$ cat config.mk
export PLATFORM = sky130hd
export DESIGN_NAME = display_sideband_strap_logic
export DESIGN_NICKNAME = d
export VERILOG_FILES = /design/src/display_sideband_strap_logic.v
export VERILOG_INCLUDE_DIRS = /design/src
export SDC_FILE = /design/constraint.sdc
export NUM_CORES = 1
export LEC_CHECK = 0
export ABC_AREA = 1
export BUFFER_PORTS_ARGS = -buffer_cell sky130_fd_sc_hd__clkbuf_2
export CAP_MARGIN = 15
export CELL_PAD_IN_SITES_DETAIL_PLACEMENT = 1
export CELL_PAD_IN_SITES_GLOBAL_PLACEMENT = 1
export CORE_MARGIN = 2
export CORE_UTILIZATION = 33
export DETAILED_ROUTE_END_ITERATION = 12
export PLACE_DENSITY = 0.63
export SLEW_MARGIN = 20
export SYNTH_ARGS = -nofsm -noshare
export SYNTH_HDL_FRONTEND = slang
export SYNTH_SLANG_ARGS = --single-unit
$ cat constraint.sdc
create_clock -name I_MCLK -period 3.9 [get_ports I_MCLK]
set_clock_uncertainty 0.2 [all_clocks]
set_input_delay 0.195 -clock I_MCLK [delete_from_list [all_inputs] [get_ports I_MCLK]]
set_output_delay 0.195 -clock I_MCLK [all_outputs]
set_load 0.03 [all_outputs]
$ cat src/sideband_defines.vh
// Purpose: Constants for the display sideband and strap block
// Assumes: 40 MHz core clock, register port with 4-bit word addresses
// Notes:   Offsets are word indices on the plain register port
`ifndef SIDEBAND_DEFINES_VH
`define SIDEBAND_DEFINES_VH
`define ADDR_W            4
`define OFS_STRAP         4'h0
`define OFS_STATUS        4'h1
`define OFS_IRQ_STAT      4'h2
`define OFS_IRQ_MASK      4'h3
`define OFS_THERM_CFG     4'h4
`define OFS_SPREAD_CTL    4'h5
`define OFS_CHAN_OUT      4'h6
`define OFS_CHAN_IN       4'h7
`define EV_HOTPLUG        0
`define EV_THERMAL        1
`define EV_W              2
`define MSG_SYSERR        2'h0
`define MSG_CTLIRQ        2'h1
`define MSG_MGMTIRQ       2'h2
`define THERM_EN_BIT      2
`define MASK_RESET        2'h0
`define THERM_CFG_RESET   3'h0
`define STRAP_SYNC_RESET  8'h00
`define MISC_SYNC_RESET   5'h03
`define LINE_SYNC_RESET   8'hff
`endif

$ cat src/display_sideband_strap_logic.v
// Purpose: Display sideband pins, straps, hot-plug and thermal events
// Assumes: Pins synchronous enough to pass two flops; one core clock
// Notes:   Open-drain lines drive only low; released lines read high
// Overview of operation
// - Device-present strap sampled low means a video output device is attached.
// - Strap bit 0 high selects native graphic mode; low selects nothing.
// - The eight-bit identification strap is readable by firmware.
// - Thermal input is active low; assertion starts a memory read throttle.
// - If enabled, thermal trigger sends one selected message to the I/O hub.
// - Control bus and both monitor channels are released during hard reset.
// - Active-low hot-plug input assertion is registered as an interrupt event.
// - Active-low primary reset is the main reset.
// - No normal operation while power-good is low.
// - Two outputs control an external spread-spectrum clock generator.
// - Analog monitor channel uses shared open clock and data lines.
//
// Chosen here: the placing of the registers and the plain strobed port.
`timescale 1ns/10ps
`include "sideband_defines.vh"
`default_nettype none
module display_sideband_strap_logic (
  // Clock and resets
  input  wire                I_MCLK,
  input  wire                I_RESET_N,
  input  wire                I_PRIMARY_RESET_N,
  input  wire                I_POWER_GOOD,
  // Register port
  input  wire [`ADDR_W-1:0]  I_ADDR,
  input  wire [7:0]          I_WDATA,
  input  wire                I_WR,
  input  wire                I_RD,
  output reg  [7:0]          O_RDATA,
  // Straps and events
  input  wire [7:0]          I_ADDIN_IDENT_STRAP,
  input  wire                I_VIDEO_DEVICE_PRESENT_N,
  input  wire                I_DISPLAY_HOTPLUG_IRQ_N,
  input  wire                I_EXT_THERMAL_ALERT_N,
  // Results
  output reg                 O_IRQ,
  output reg                 O_READ_THROTTLE,
  output reg                 O_NATIVE_GFX_MODE,
  output reg                 O_SYSTEM_ERROR_MSG,
  output reg                 O_CONTROL_IRQ_MSG,
  output reg                 O_MANAGEMENT_IRQ_MSG,
  // Spread-spectrum clock chip
  output reg                 O_SPREAD_CLK_CTL,
  output reg                 O_SPREAD_DATA_CTL,
  // Open-drain lines: index 0 analog, 1 encoder bus, 2 primary, 3 second monitor
  input  wire [3:0]          I_CHAN_CLK,
  input  wire [3:0]          I_CHAN_DAT,
  output reg  [3:0]          O_CHAN_CLK,
  output reg  [3:0]          O_CHAN_DAT,
  output reg  [3:0]          O_CHAN_CLK_OE,
  output reg  [3:0]          O_CHAN_DAT_OE
);

  wire [7:0]             strap_sync;
  wire [4:0]             misc_sync;
  wire [7:0]             chin_sync;
  reg  [7:0]             ident_reg;
  reg                    present_reg;
  reg                    latched_reg;
  reg                    hotplug_q_reg;
  reg                    therm_q_reg;
  reg  [`EV_W-1:0]       irq_stat_reg;
  reg  [`EV_W-1:0]       irq_mask_reg;
  reg  [2:0]             therm_cfg_reg;
  reg  [1:0]             spread_reg;
  reg  [7:0]             chan_drv_reg;
  reg  [`EV_W-1:0]       irq_stat_next;
  reg  [7:0]             rdata_next;
  wire                   run;
  wire                   hard_rst;
  wire                   hotplug_n;
  wire                   therm_n;
  wire                   pgood;
  wire                   hotplug_ev;
  wire                   therm_ev;
  wire                   msg_fire;

  assign pgood      = misc_sync[4];
  assign hard_rst   = ~misc_sync[3];
  assign hotplug_n  = misc_sync[1];
  assign therm_n    = misc_sync[0];
  assign run        = pgood & ~hard_rst;
  assign hotplug_ev = run & hotplug_q_reg & ~hotplug_n;
  assign therm_ev   = run & therm_q_reg & ~therm_n;
  assign msg_fire   = therm_ev & therm_cfg_reg[`THERM_EN_BIT];

  // Every pin group crosses through two flops; only the line release also reads I_PRIMARY_RESET_N bare
  sideband_sync2 #(
    .WIDTH     (8),
    .RESET_VAL (`STRAP_SYNC_RESET)
  ) i_strap_sync (
    .i_clk     (I_MCLK),
    .i_reset_n (I_RESET_N),
    .i_d       (I_ADDIN_IDENT_STRAP),
    .o_q       (strap_sync)
  );

  // Starts as power not good and hard reset held, with event pins idle high
  sideband_sync2 #(
    .WIDTH     (5),
    .RESET_VAL (`MISC_SYNC_RESET)
  ) i_misc_sync (
    .i_clk     (I_MCLK),
    .i_reset_n (I_RESET_N),
    .i_d       ({I_POWER_GOOD, I_PRIMARY_RESET_N, I_VIDEO_DEVICE_PRESENT_N,
                 I_DISPLAY_HOTPLUG_IRQ_N, I_EXT_THERMAL_ALERT_N}),
    .o_q       (misc_sync)
  );

  // Released lines read high, so the line history starts high
  sideband_sync2 #(
    .WIDTH     (8),
    .RESET_VAL (`LINE_SYNC_RESET)
  ) i_line_sync (
    .i_clk     (I_MCLK),
    .i_reset_n (I_RESET_N),
    .i_d       ({I_CHAN_DAT, I_CHAN_CLK}),
    .o_q       (chin_sync)
  );

  // Straps caught once, on the first clean cycle after primary reset release
  always @(posedge I_MCLK or negedge I_RESET_N) begin
    if (!I_RESET_N) begin
      ident_reg         <= 8'h00;
      present_reg       <= 1'b0;
      latched_reg       <= 1'b0;
      O_NATIVE_GFX_MODE <= 1'b0;
    end else if (hard_rst) begin
      latched_reg       <= 1'b0;
      O_NATIVE_GFX_MODE <= 1'b0;
    end else if (!latched_reg && pgood) begin
      latched_reg       <= 1'b1;
      ident_reg         <= strap_sync;
      present_reg       <= ~misc_sync[2];
      O_NATIVE_GFX_MODE <= strap_sync[0];
    end
  end

  // Event edge history; a level held low raises one event only
  always @(posedge I_MCLK or negedge I_RESET_N) begin
    if (!I_RESET_N) begin
      hotplug_q_reg <= 1'b1;
      therm_q_reg   <= 1'b1;
    end else begin
      hotplug_q_reg <= hotplug_n;
      therm_q_reg   <= therm_n;
    end
  end

  // Sticky status: a set in the clearing cycle wins
  always @* begin
    irq_stat_next = irq_stat_reg;
    if (I_WR && I_ADDR == `OFS_IRQ_STAT) begin
      irq_stat_next = irq_stat_next & ~I_WDATA[`EV_W-1:0];
    end
    irq_stat_next[`EV_HOTPLUG] = irq_stat_next[`EV_HOTPLUG] | hotplug_ev;
    irq_stat_next[`EV_THERMAL] = irq_stat_next[`EV_THERMAL] | therm_ev;
  end

  // Software registers
  always @(posedge I_MCLK or negedge I_RESET_N) begin
    if (!I_RESET_N) begin
      irq_stat_reg  <= {`EV_W{1'b0}};
      irq_mask_reg  <= `MASK_RESET;
      therm_cfg_reg <= `THERM_CFG_RESET;
      spread_reg    <= 2'h0;
      chan_drv_reg  <= 8'h00;
    end else if (hard_rst) begin
      irq_stat_reg  <= {`EV_W{1'b0}};
      chan_drv_reg  <= 8'h00;
    end else begin
      irq_stat_reg <= irq_stat_next;
      if (I_WR) begin
        case (I_ADDR)
          `OFS_IRQ_MASK:   irq_mask_reg  <= I_WDATA[`EV_W-1:0];
          `OFS_THERM_CFG:  therm_cfg_reg <= I_WDATA[2:0];
          `OFS_SPREAD_CTL: spread_reg    <= I_WDATA[1:0];
          `OFS_CHAN_OUT:   chan_drv_reg  <= I_WDATA;
          default:         spread_reg    <= spread_reg;
        endcase
      end
    end
  end

  // Read mux; unmapped offsets read zero
  always @* begin
    case (I_ADDR)
      `OFS_STRAP:      rdata_next = ident_reg;
      `OFS_STATUS:     rdata_next = {3'h0, latched_reg, O_NATIVE_GFX_MODE,
                                     O_READ_THROTTLE, present_reg, run};
      `OFS_IRQ_STAT:   rdata_next = {6'h00, irq_stat_reg};
      `OFS_IRQ_MASK:   rdata_next = {6'h00, irq_mask_reg};
      `OFS_THERM_CFG:  rdata_next = {5'h00, therm_cfg_reg};
      `OFS_SPREAD_CTL: rdata_next = {6'h00, spread_reg};
      `OFS_CHAN_OUT:   rdata_next = chan_drv_reg;
      `OFS_CHAN_IN:    rdata_next = chin_sync;
      default:         rdata_next = 8'h00;
    endcase
  end

  // Read data stands for the one cycle after the read strobe, zero otherwise
  always @(posedge I_MCLK or negedge I_RESET_N) begin
    if (!I_RESET_N) begin
      O_RDATA <= 8'h00;
    end else begin
      O_RDATA <= I_RD ? rdata_next : 8'h00;
    end
  end

  // Interrupt looks at the next status so a new event is not a cycle late
  always @(posedge I_MCLK or negedge I_RESET_N) begin
    if (!I_RESET_N) begin
      O_IRQ <= 1'b0;
    end else begin
      O_IRQ <= |(irq_stat_next & irq_mask_reg);
    end
  end

  // Throttle follows the alert level while powered and out of reset
  always @(posedge I_MCLK or negedge I_RESET_N) begin
    if (!I_RESET_N) begin
      O_READ_THROTTLE <= 1'b0;
    end else begin
      O_READ_THROTTLE <= run & ~therm_n;
    end
  end

  // One-cycle message pulse, routed by the selector; code 3 sends nothing
  always @(posedge I_MCLK or negedge I_RESET_N) begin
    if (!I_RESET_N) begin
      O_SYSTEM_ERROR_MSG   <= 1'b0;
      O_CONTROL_IRQ_MSG    <= 1'b0;
      O_MANAGEMENT_IRQ_MSG <= 1'b0;
    end else begin
      O_SYSTEM_ERROR_MSG   <= msg_fire & (therm_cfg_reg[1:0] == `MSG_SYSERR);
      O_CONTROL_IRQ_MSG    <= msg_fire & (therm_cfg_reg[1:0] == `MSG_CTLIRQ);
      O_MANAGEMENT_IRQ_MSG <= msg_fire & (therm_cfg_reg[1:0] == `MSG_MGMTIRQ);
    end
  end

  // Spread-spectrum chip controls are plain levels copied from software
  always @(posedge I_MCLK or negedge I_RESET_N) begin
    if (!I_RESET_N) begin
      O_SPREAD_CLK_CTL  <= 1'b0;
      O_SPREAD_DATA_CTL <= 1'b0;
    end else begin
      O_SPREAD_CLK_CTL  <= spread_reg[0];
      O_SPREAD_DATA_CTL <= spread_reg[1];
    end
  end

  // Open drain: drive low only. The bare reset pin also releases the lines,
  // so they let go one edge into hard reset rather than after the synchroniser
  always @(posedge I_MCLK or negedge I_RESET_N) begin
    if (!I_RESET_N) begin
      O_CHAN_CLK    <= 4'h0;
      O_CHAN_DAT    <= 4'h0;
      O_CHAN_CLK_OE <= 4'h0;
      O_CHAN_DAT_OE <= 4'h0;
    end else begin
      O_CHAN_CLK    <= 4'h0;
      O_CHAN_DAT    <= 4'h0;
      if (hard_rst || !I_PRIMARY_RESET_N) begin
        O_CHAN_CLK_OE <= 4'h0;
        O_CHAN_DAT_OE <= 4'h0;
      end else begin
        O_CHAN_CLK_OE <= chan_drv_reg[3:0];
        O_CHAN_DAT_OE <= chan_drv_reg[7:4];
      end
    end
  end

endmodule

// Two-flop synchroniser; only the second stage is visible outside
module sideband_sync2 #(
  parameter             WIDTH     = 1,
  parameter [WIDTH-1:0] RESET_VAL = {WIDTH{1'b0}}
) (
  // Clock and reset
  input  wire             i_clk,
  input  wire             i_reset_n,
  // Data
  input  wire [WIDTH-1:0] i_d,
  output reg  [WIDTH-1:0] o_q
);

  reg  [WIDTH-1:0] stage1_reg;

  always @(posedge i_clk or negedge i_reset_n) begin
    if (!i_reset_n) begin
      stage1_reg <= RESET_VAL;
      o_q        <= RESET_VAL;
    end else begin
      stage1_reg <= i_d;
      o_q        <= stage1_reg;
    end
  end

endmodule
`default_nettype wire

==> flow_metrics.py, run 1 <==
metrics = {
    "status": {
        "outcome": "completed",
    },
    "synthesis": {
        "syn_inst": 306,
        "yosys_warnings": 0,
        "synth-compound-area-share": 0.0422,
        "yosys.area_share.simple": 0.191,
        "synth_top_area_frac": 0.540,
        "ys_top_cells_by_area": "dfrtp_1 54%, dfstp_2 17%, nand2_1 8.4%",
        "synth_top_area_cell": "dfrtp_1",
        "yosysSeqAreaShare": 0.711,
        "synth-seq-cells": 95,
        "synthMuxAreaShare": 0,
        "avgSynthCellArea_sq_um": 11.0,
        "synthDistinctLibCells": 20,
        "synthAdderAreaFrac": 0,
        "synthesis.area_sq_um": 3380,
        "synth_xor_area_frac": 0,
        "synth_top_family_by_area": "simple AND/OR/NAND/NOR gates",
    },
    "detailed_routing": {
        "wl_met3_microns": 299,
        "drt_wl_total_microns": 6920,
        "drt-met1-wl_microns": 3220,
        "drtIter0Drc": 49,
        "dr.pass1.iters": 4,
        "viasPerCell": 4.25,
        "drc_errors": 0,
        "met2_length_microns": 3260,
        "wl_per_cell_microns": 12.8,
        "drtAntennaViolNets": 0,
        "top_layer": "met4",
        "vias": 2305,
    },
    "timing": {
        "tightest_slew_ns": 0.946,
        "slew_viol_final": 0,
        "setup_viol": 0,
        "fin_crit_sh": 0.399,
        "whs_ns": 0.0693,
        "fin_ws_ns": 2.34,
        "hold_viol": 0,
        "grt_setup_unrepaired": "false",
        "tns_ns": 0,
        "clock.fmax_mhz": 643,
        "slew_headroom": 0.367,
        "min_period_ns": 1.56,
    },
    "finish": {
        "drive_gt1_frac": 0.274,
        "n_antenna_cell": 0,
        "mostFrequentLayoutCell": "nand2_1",
        "design_area_sq_um": 4320,
        "area_delta_synth_final_pct": 27.9,
        "final_cell_mix": "76 x nand2_1, 73 x dfrtp_1, 59 x clkbuf_2",
        "fin_nets": 441,
    },
    "min_path": {
        "hp-class": "primary input to flip-flop",
        "holdPathStages": 4,
        "holdPathEnd": "irq_stat_reg[0]",
        "worstHoldStart": "I_WR",
    },
    "setup_path": {
        "max_stage_delay_ns": 0.72,
        "crit_chain": "dlygate4sd3_1 > buf_4 > buf_4",
        "worstPathRequired_ns": 4.19,
        "crit_path_max_fanout": 78,
        "worst_path_max_delay_cell": "buf_4",
        "crit_top_cell": "buf_4",
        "r2r-start": "i_misc_sync.o_q[3]",
        "cp-end-kind": "asynchronous set/reset pin",
        "cp.arrival_ns": 1.84,
        "r2r-end": "present_reg",
        "ff2ff_path_depth": 5,
        "setup.worst_path.start_class": "primary input",
        "r2r_setup_slack_ns": 2.39,
        "crit_type": "primary input to asynchronous set/reset pin",
    },
    "clock_network": {
        "cts_tree": "done",
        "post_cts_resized": 0,
        "clockRootBuffer": "clkbuf_8",
        "cts_setup_buffers": 0,
        "clockBufferDepth": 2,
        "cts.clk_slew.worst_paths_ns": 0.09,
        "cts_buffers": 9,
        "clock_latency_ns": 0.36,
        "htreeDepth": 3,
        "cts.sinks": 95,
    },
    "placement": {
        "io_buffers": 60,
        "place_ws_ns": 1.89,
        "dpl-instance-area_sq_um": 3800,
        "gp_congestion": 0.817,
        "dpl.hpwl_microns": 4840,
    },
    "pwr": {
        "p_total_mw": 1.94,
        "power_leakage_nw": 2.14,
        "vdd_ir_drop_max_v": 0.000195,
        "p_per_area_nw_per_um2": 448,
    },
    "floorplanning": {
        "core-area_sq_um": 9860,
        "fp.dieH_microns": 105,
        "rows": 36,
        "pin_count": 69,
        "start_util": 0.343,
        "die_w_microns": 105,
        "die-area_sq_um": 11100,
    },
    "global_routing": {
        "grt_pass1_vias": 2376,
        "grt_antenna_before_repair": 0,
        "grt_usage": 0.138,
        "grt_pass1_wl_microns": 11700,
        "grt_max_degree": 79,
        "gr-total-overflow": 0,
    },
    "flow_run": {
        "cap_violations": 0,
    },
}
==> Yosys cell counts (all sizes together) <==
cell and number:
nand3 32, nor2 32, nand4 2, conb 1, nand2 77, o21ai 20
dfrtp 73, nor3 2, o211ai 3, dfstp 22, inv 26, buf 12
a21oi 4
==> cells by family after synthesis <==
group	Yosys count
AOI/OAI and AO/OA	27
buffers and inverters	38
DFF	95
other	1
and+or+nand+nor	145
==> stage by stage <==
stage / utilization / instances
after floorplan: - / 313
after CTS: 0.438 / 542
final: 0.438 / 542
after global placement: 0.385 / 495
after global routing: 0.438 / 542
after detailed placement: 0.385 / 495
==> worst max path at each step <==
stage                        from            endpoint  slack (ns)  cells past startpoint
2_1_floorplan  i_misc_sync.o_q[3]         present_reg        2.67                      5
3_3_place_gp            I_ADDR[3]          O_RDATA[1]        1.95                      6
3_5_place_dp            I_ADDR[3]     irq_mask_reg[0]        1.89                      4
4_1_cts                 I_RESET_N  i_line_sync.o_q[3]        2.27                      3
5_1_grt                 I_RESET_N  i_line_sync.o_q[5]        2.15                      3
6_report                I_RESET_N  i_line_sync.o_q[3]        2.34                      3
==> cell type report <==
cell class                 instances  area [sq um]
clock buffer                      10           138
multi-input combinational        180           822
timing repair buffer              92           621
inverter                          26          97.6
tap                              133           166
sequential                        95          2400
fill                            1122          5540
clock inverter                     6          75.1
==> per-layer routing <==
| layer | GRT usage | vias up |
|---|---|---|
| met4 | 0.0619 | 0 |
| met5 | 0 | - |
| met1 | 0.173 | 1096 |
| li1 | - | 1145 |
| met2 | 0.223 | 53 |
| met3 | 0.0383 | 11 |
==> worst max-delay path: cells and delay by family <==
kind / cells / cell delay, ns
buf+inv: 3 / 1.63
==> timing repair <==
action                     4_1_cts  5_1_grt
hold endpoints to repair       103        0
setup endpoints to repair        0        0
hold buffers                    31        0
==> power by group <==
| group | total, mW | internal [mW] | switching (mW) |
|---|---|---|---|
| combinational | 0.173 | 0.0629 | 0.110 |
| clock | 0.671 | 0.324 | 0.348 |
| sequential | 1.09 | 1.05 | 0.0377 |
Note: power is estimated with default switching activity, not from simulation.
==> run 2, diff against run 1 <==
==> constraint.sdc (replaced) <==
create_clock -name I_MCLK -period 1.6 [get_ports I_MCLK]
set_clock_uncertainty 0.2 [all_clocks]
set_input_delay 0.08 -clock I_MCLK [delete_from_list [all_inputs] [get_ports I_MCLK]]
set_output_delay 0.08 -clock I_MCLK [all_outputs]
set_load 0.03 [all_outputs]
==> flow_metrics.py, run 2 (synthesis results as in run 1) <==
metrics = {
    "status": {
        "outcome": "completed",
    },
    "clock_network": {
        "cts_buffers": 9,
        "cts.clk_slew.worst_paths_ns": 0.08,
        "clockBufferDepth": 2,
        "cts_tree": "done",
        "cts.sinks": 95,
        "clockRootBuffer": "clkbuf_8",
        "clock_latency_ns": 0.36,
        "htreeDepth": 3,
    },
    "timing": {
        "whs_ns": 0.0317,
        "slew_viol_final": 0,
        "hold_viol": 0,
        "fin_crit_sh": 0.919,
        "tns_ns": 0,
        "min_period_ns": 1.47,
        "grt_setup_unrepaired": "false",
        "setup_viol": 0,
        "clock.fmax_mhz": 680,
    },
    "pwr": {
        "p_per_area_nw_per_um2": 1030,
        "swShare": 0.255,
        "power.internal_mw": 3.40,
        "power.share.clock": 0.313,
        "p_total_mw": 4.56,
        "power_leakage_nw": 2.20,
        "p_switching_mw": 1.16,
        "p_comb_frac": 0.102,
        "vdd_ir_drop_max_v": 0.000397,
        "seqPwrFrac": 0.585,
    },
    "floorplanning": {
        "rows": 36,
        "start_util": 0.343,
        "fp.dieH_microns": 105,
        "core-area_sq_um": 9860,
        "die_w_microns": 105,
        "die-area_sq_um": 11100,
        "pin_count": 69,
    },
    "placement": {
        "placedCellCount": 497,
        "dpl.hpwl_microns": 5070,
        "gp_congestion": 0.841,
        "io_buffers": 60,
    },
    "setup_path": {
        "crit_type": "primary input to flip-flop",
        "setup.worst_path.start_class": "primary input",
        "crit_path_max_fanout": 9,
        "cp-end-kind": "flip-flop",
        "worstPathRequired_ns": 1.67,
        "cp.arrival_ns": 1.54,
    },
    "detailed_routing": {
        "viasPerCell": 4.34,
        "wl_per_cell_microns": 13.3,
        "vias": 2416,
        "drtAntennaViolNets": 0,
        "drtIter0Drc": 62,
        "drc_errors": 0,
        "dr.pass1.iters": 4,
        "drt_wl_total_microns": 7400,
    },
    "global_routing": {
        "grt_antenna_before_repair": 0,
        "grt_max_degree": 96,
        "grt_pass1_wl_microns": 12500,
        "grt_pass1_vias": 2585,
        "grt_usage": 0.147,
        "gr-total-overflow": 0,
    },
    "min_path": {
        "hp-class": "primary input to flip-flop",
    },
    "finish": {
        "fin_nets": 456,
        "fillers": 1130,
        "area_delta_synth_final_pct": 30.8,
        "final_cell_mix": "75 x nand2_1, 73 x dfrtp_1, 58 x clkbuf_2",
        "fin_cells": 557,
        "mostFrequentLayoutCell": "nand2_1",
        "n_antenna_cell": 0,
        "drive_gt1_frac": 0.288,
    },
    "flow_run": {
        "cap_violations": 0,
    },
}
[run 2: final timing paths]
check,startpoint,to,slack [ns],depth (start not counted)
setup / recovery,I_ADDR[3],therm_cfg_reg[2],0.13,6
hold / removal,I_ADDR[2],O_RDATA[6],0.03,7
setup reg to reg,i_misc_sync.o_q[3],O_SYSTEM_ERROR_MSG,0.14,4
hold reg to reg,i_misc_sync.stage1_reg[4],i_misc_sync.o_q[4],0.15,0
max in group asynchronous,I_RESET_N,i_line_sync.stage1_reg[5],0.70,3
min in group asynchronous,I_RESET_N,O_SYSTEM_ERROR_MSG,0.08,3
[run 2: area by class of cell]
cell class                 instances  area [sq um]  share of cell area
clock buffer                      13           159              0.0359
multi-input combinational        180           822               0.186
clock inverter                     3          17.5             0.00396
inverter                          26          97.6              0.0221
tap                              133           166              0.0376
sequential                        95          2400               0.544
timing repair buffer             107           756               0.171
[run 2: layer usage]
| metal | wire [microns] | vias up | global-route usage | share of wire |
|---|---|---|---|---|
| met4 | 187 | 0 | 0.0857 | 0.025 |
| met3 | 331 | 12 | 0.0284 | 0.045 |
| met5 | 0 | - | 0 | 0 |
| li1 | - | 1177 | - | - |
| met1 | 3220 | 1162 | 0.187 | 0.43 |
| met2 | 3670 | 65 | 0.233 | 0.50 |
[run 2: worst max-delay path, stage by stage]
cell and delay, ns:
dlygate4sd3_1 0.54, clkbuf_2 0.14, nor2_4 0.25, buf_4 0.18, nand3_2 0.11, o21ai_0 0.22
[run 2: stage by stage]
step	cell area, sq um	util	setup slack, ns
after CTS	4340	0.440	0.0669
after detailed placement	3830	0.388	0.131
final	4420	0.448	0.130
after floorplan	3410	-	0.366
after global placement	3830	0.388	0.237
after global routing	4420	0.448	0.00351
[run 2: what timing repair did]
item / in CTS / in global routing
hold endpoints to repair: 150 / 0
endpoints found under the setup margin: 0 / 8
resized for setup: 0 / 3
setup buffers: 0 / 10
hold buffers: 34 / 0
[run 2: power groups by stage]
stage / Sequential [mW] / Clock (mW) / Combinational [mW]
2_1_floorplan: 2.72 / 0 / 0.186
3_3_place_gp: 2.71 / 0 / 0.367
3_5_place_dp: 2.71 / 0 / 0.384
4_1_cts: 2.67 / 1.50 / 0.451
5_1_grt: 2.69 / 1.58 / 0.521
6_report: 2.67 / 1.43 / 0.463
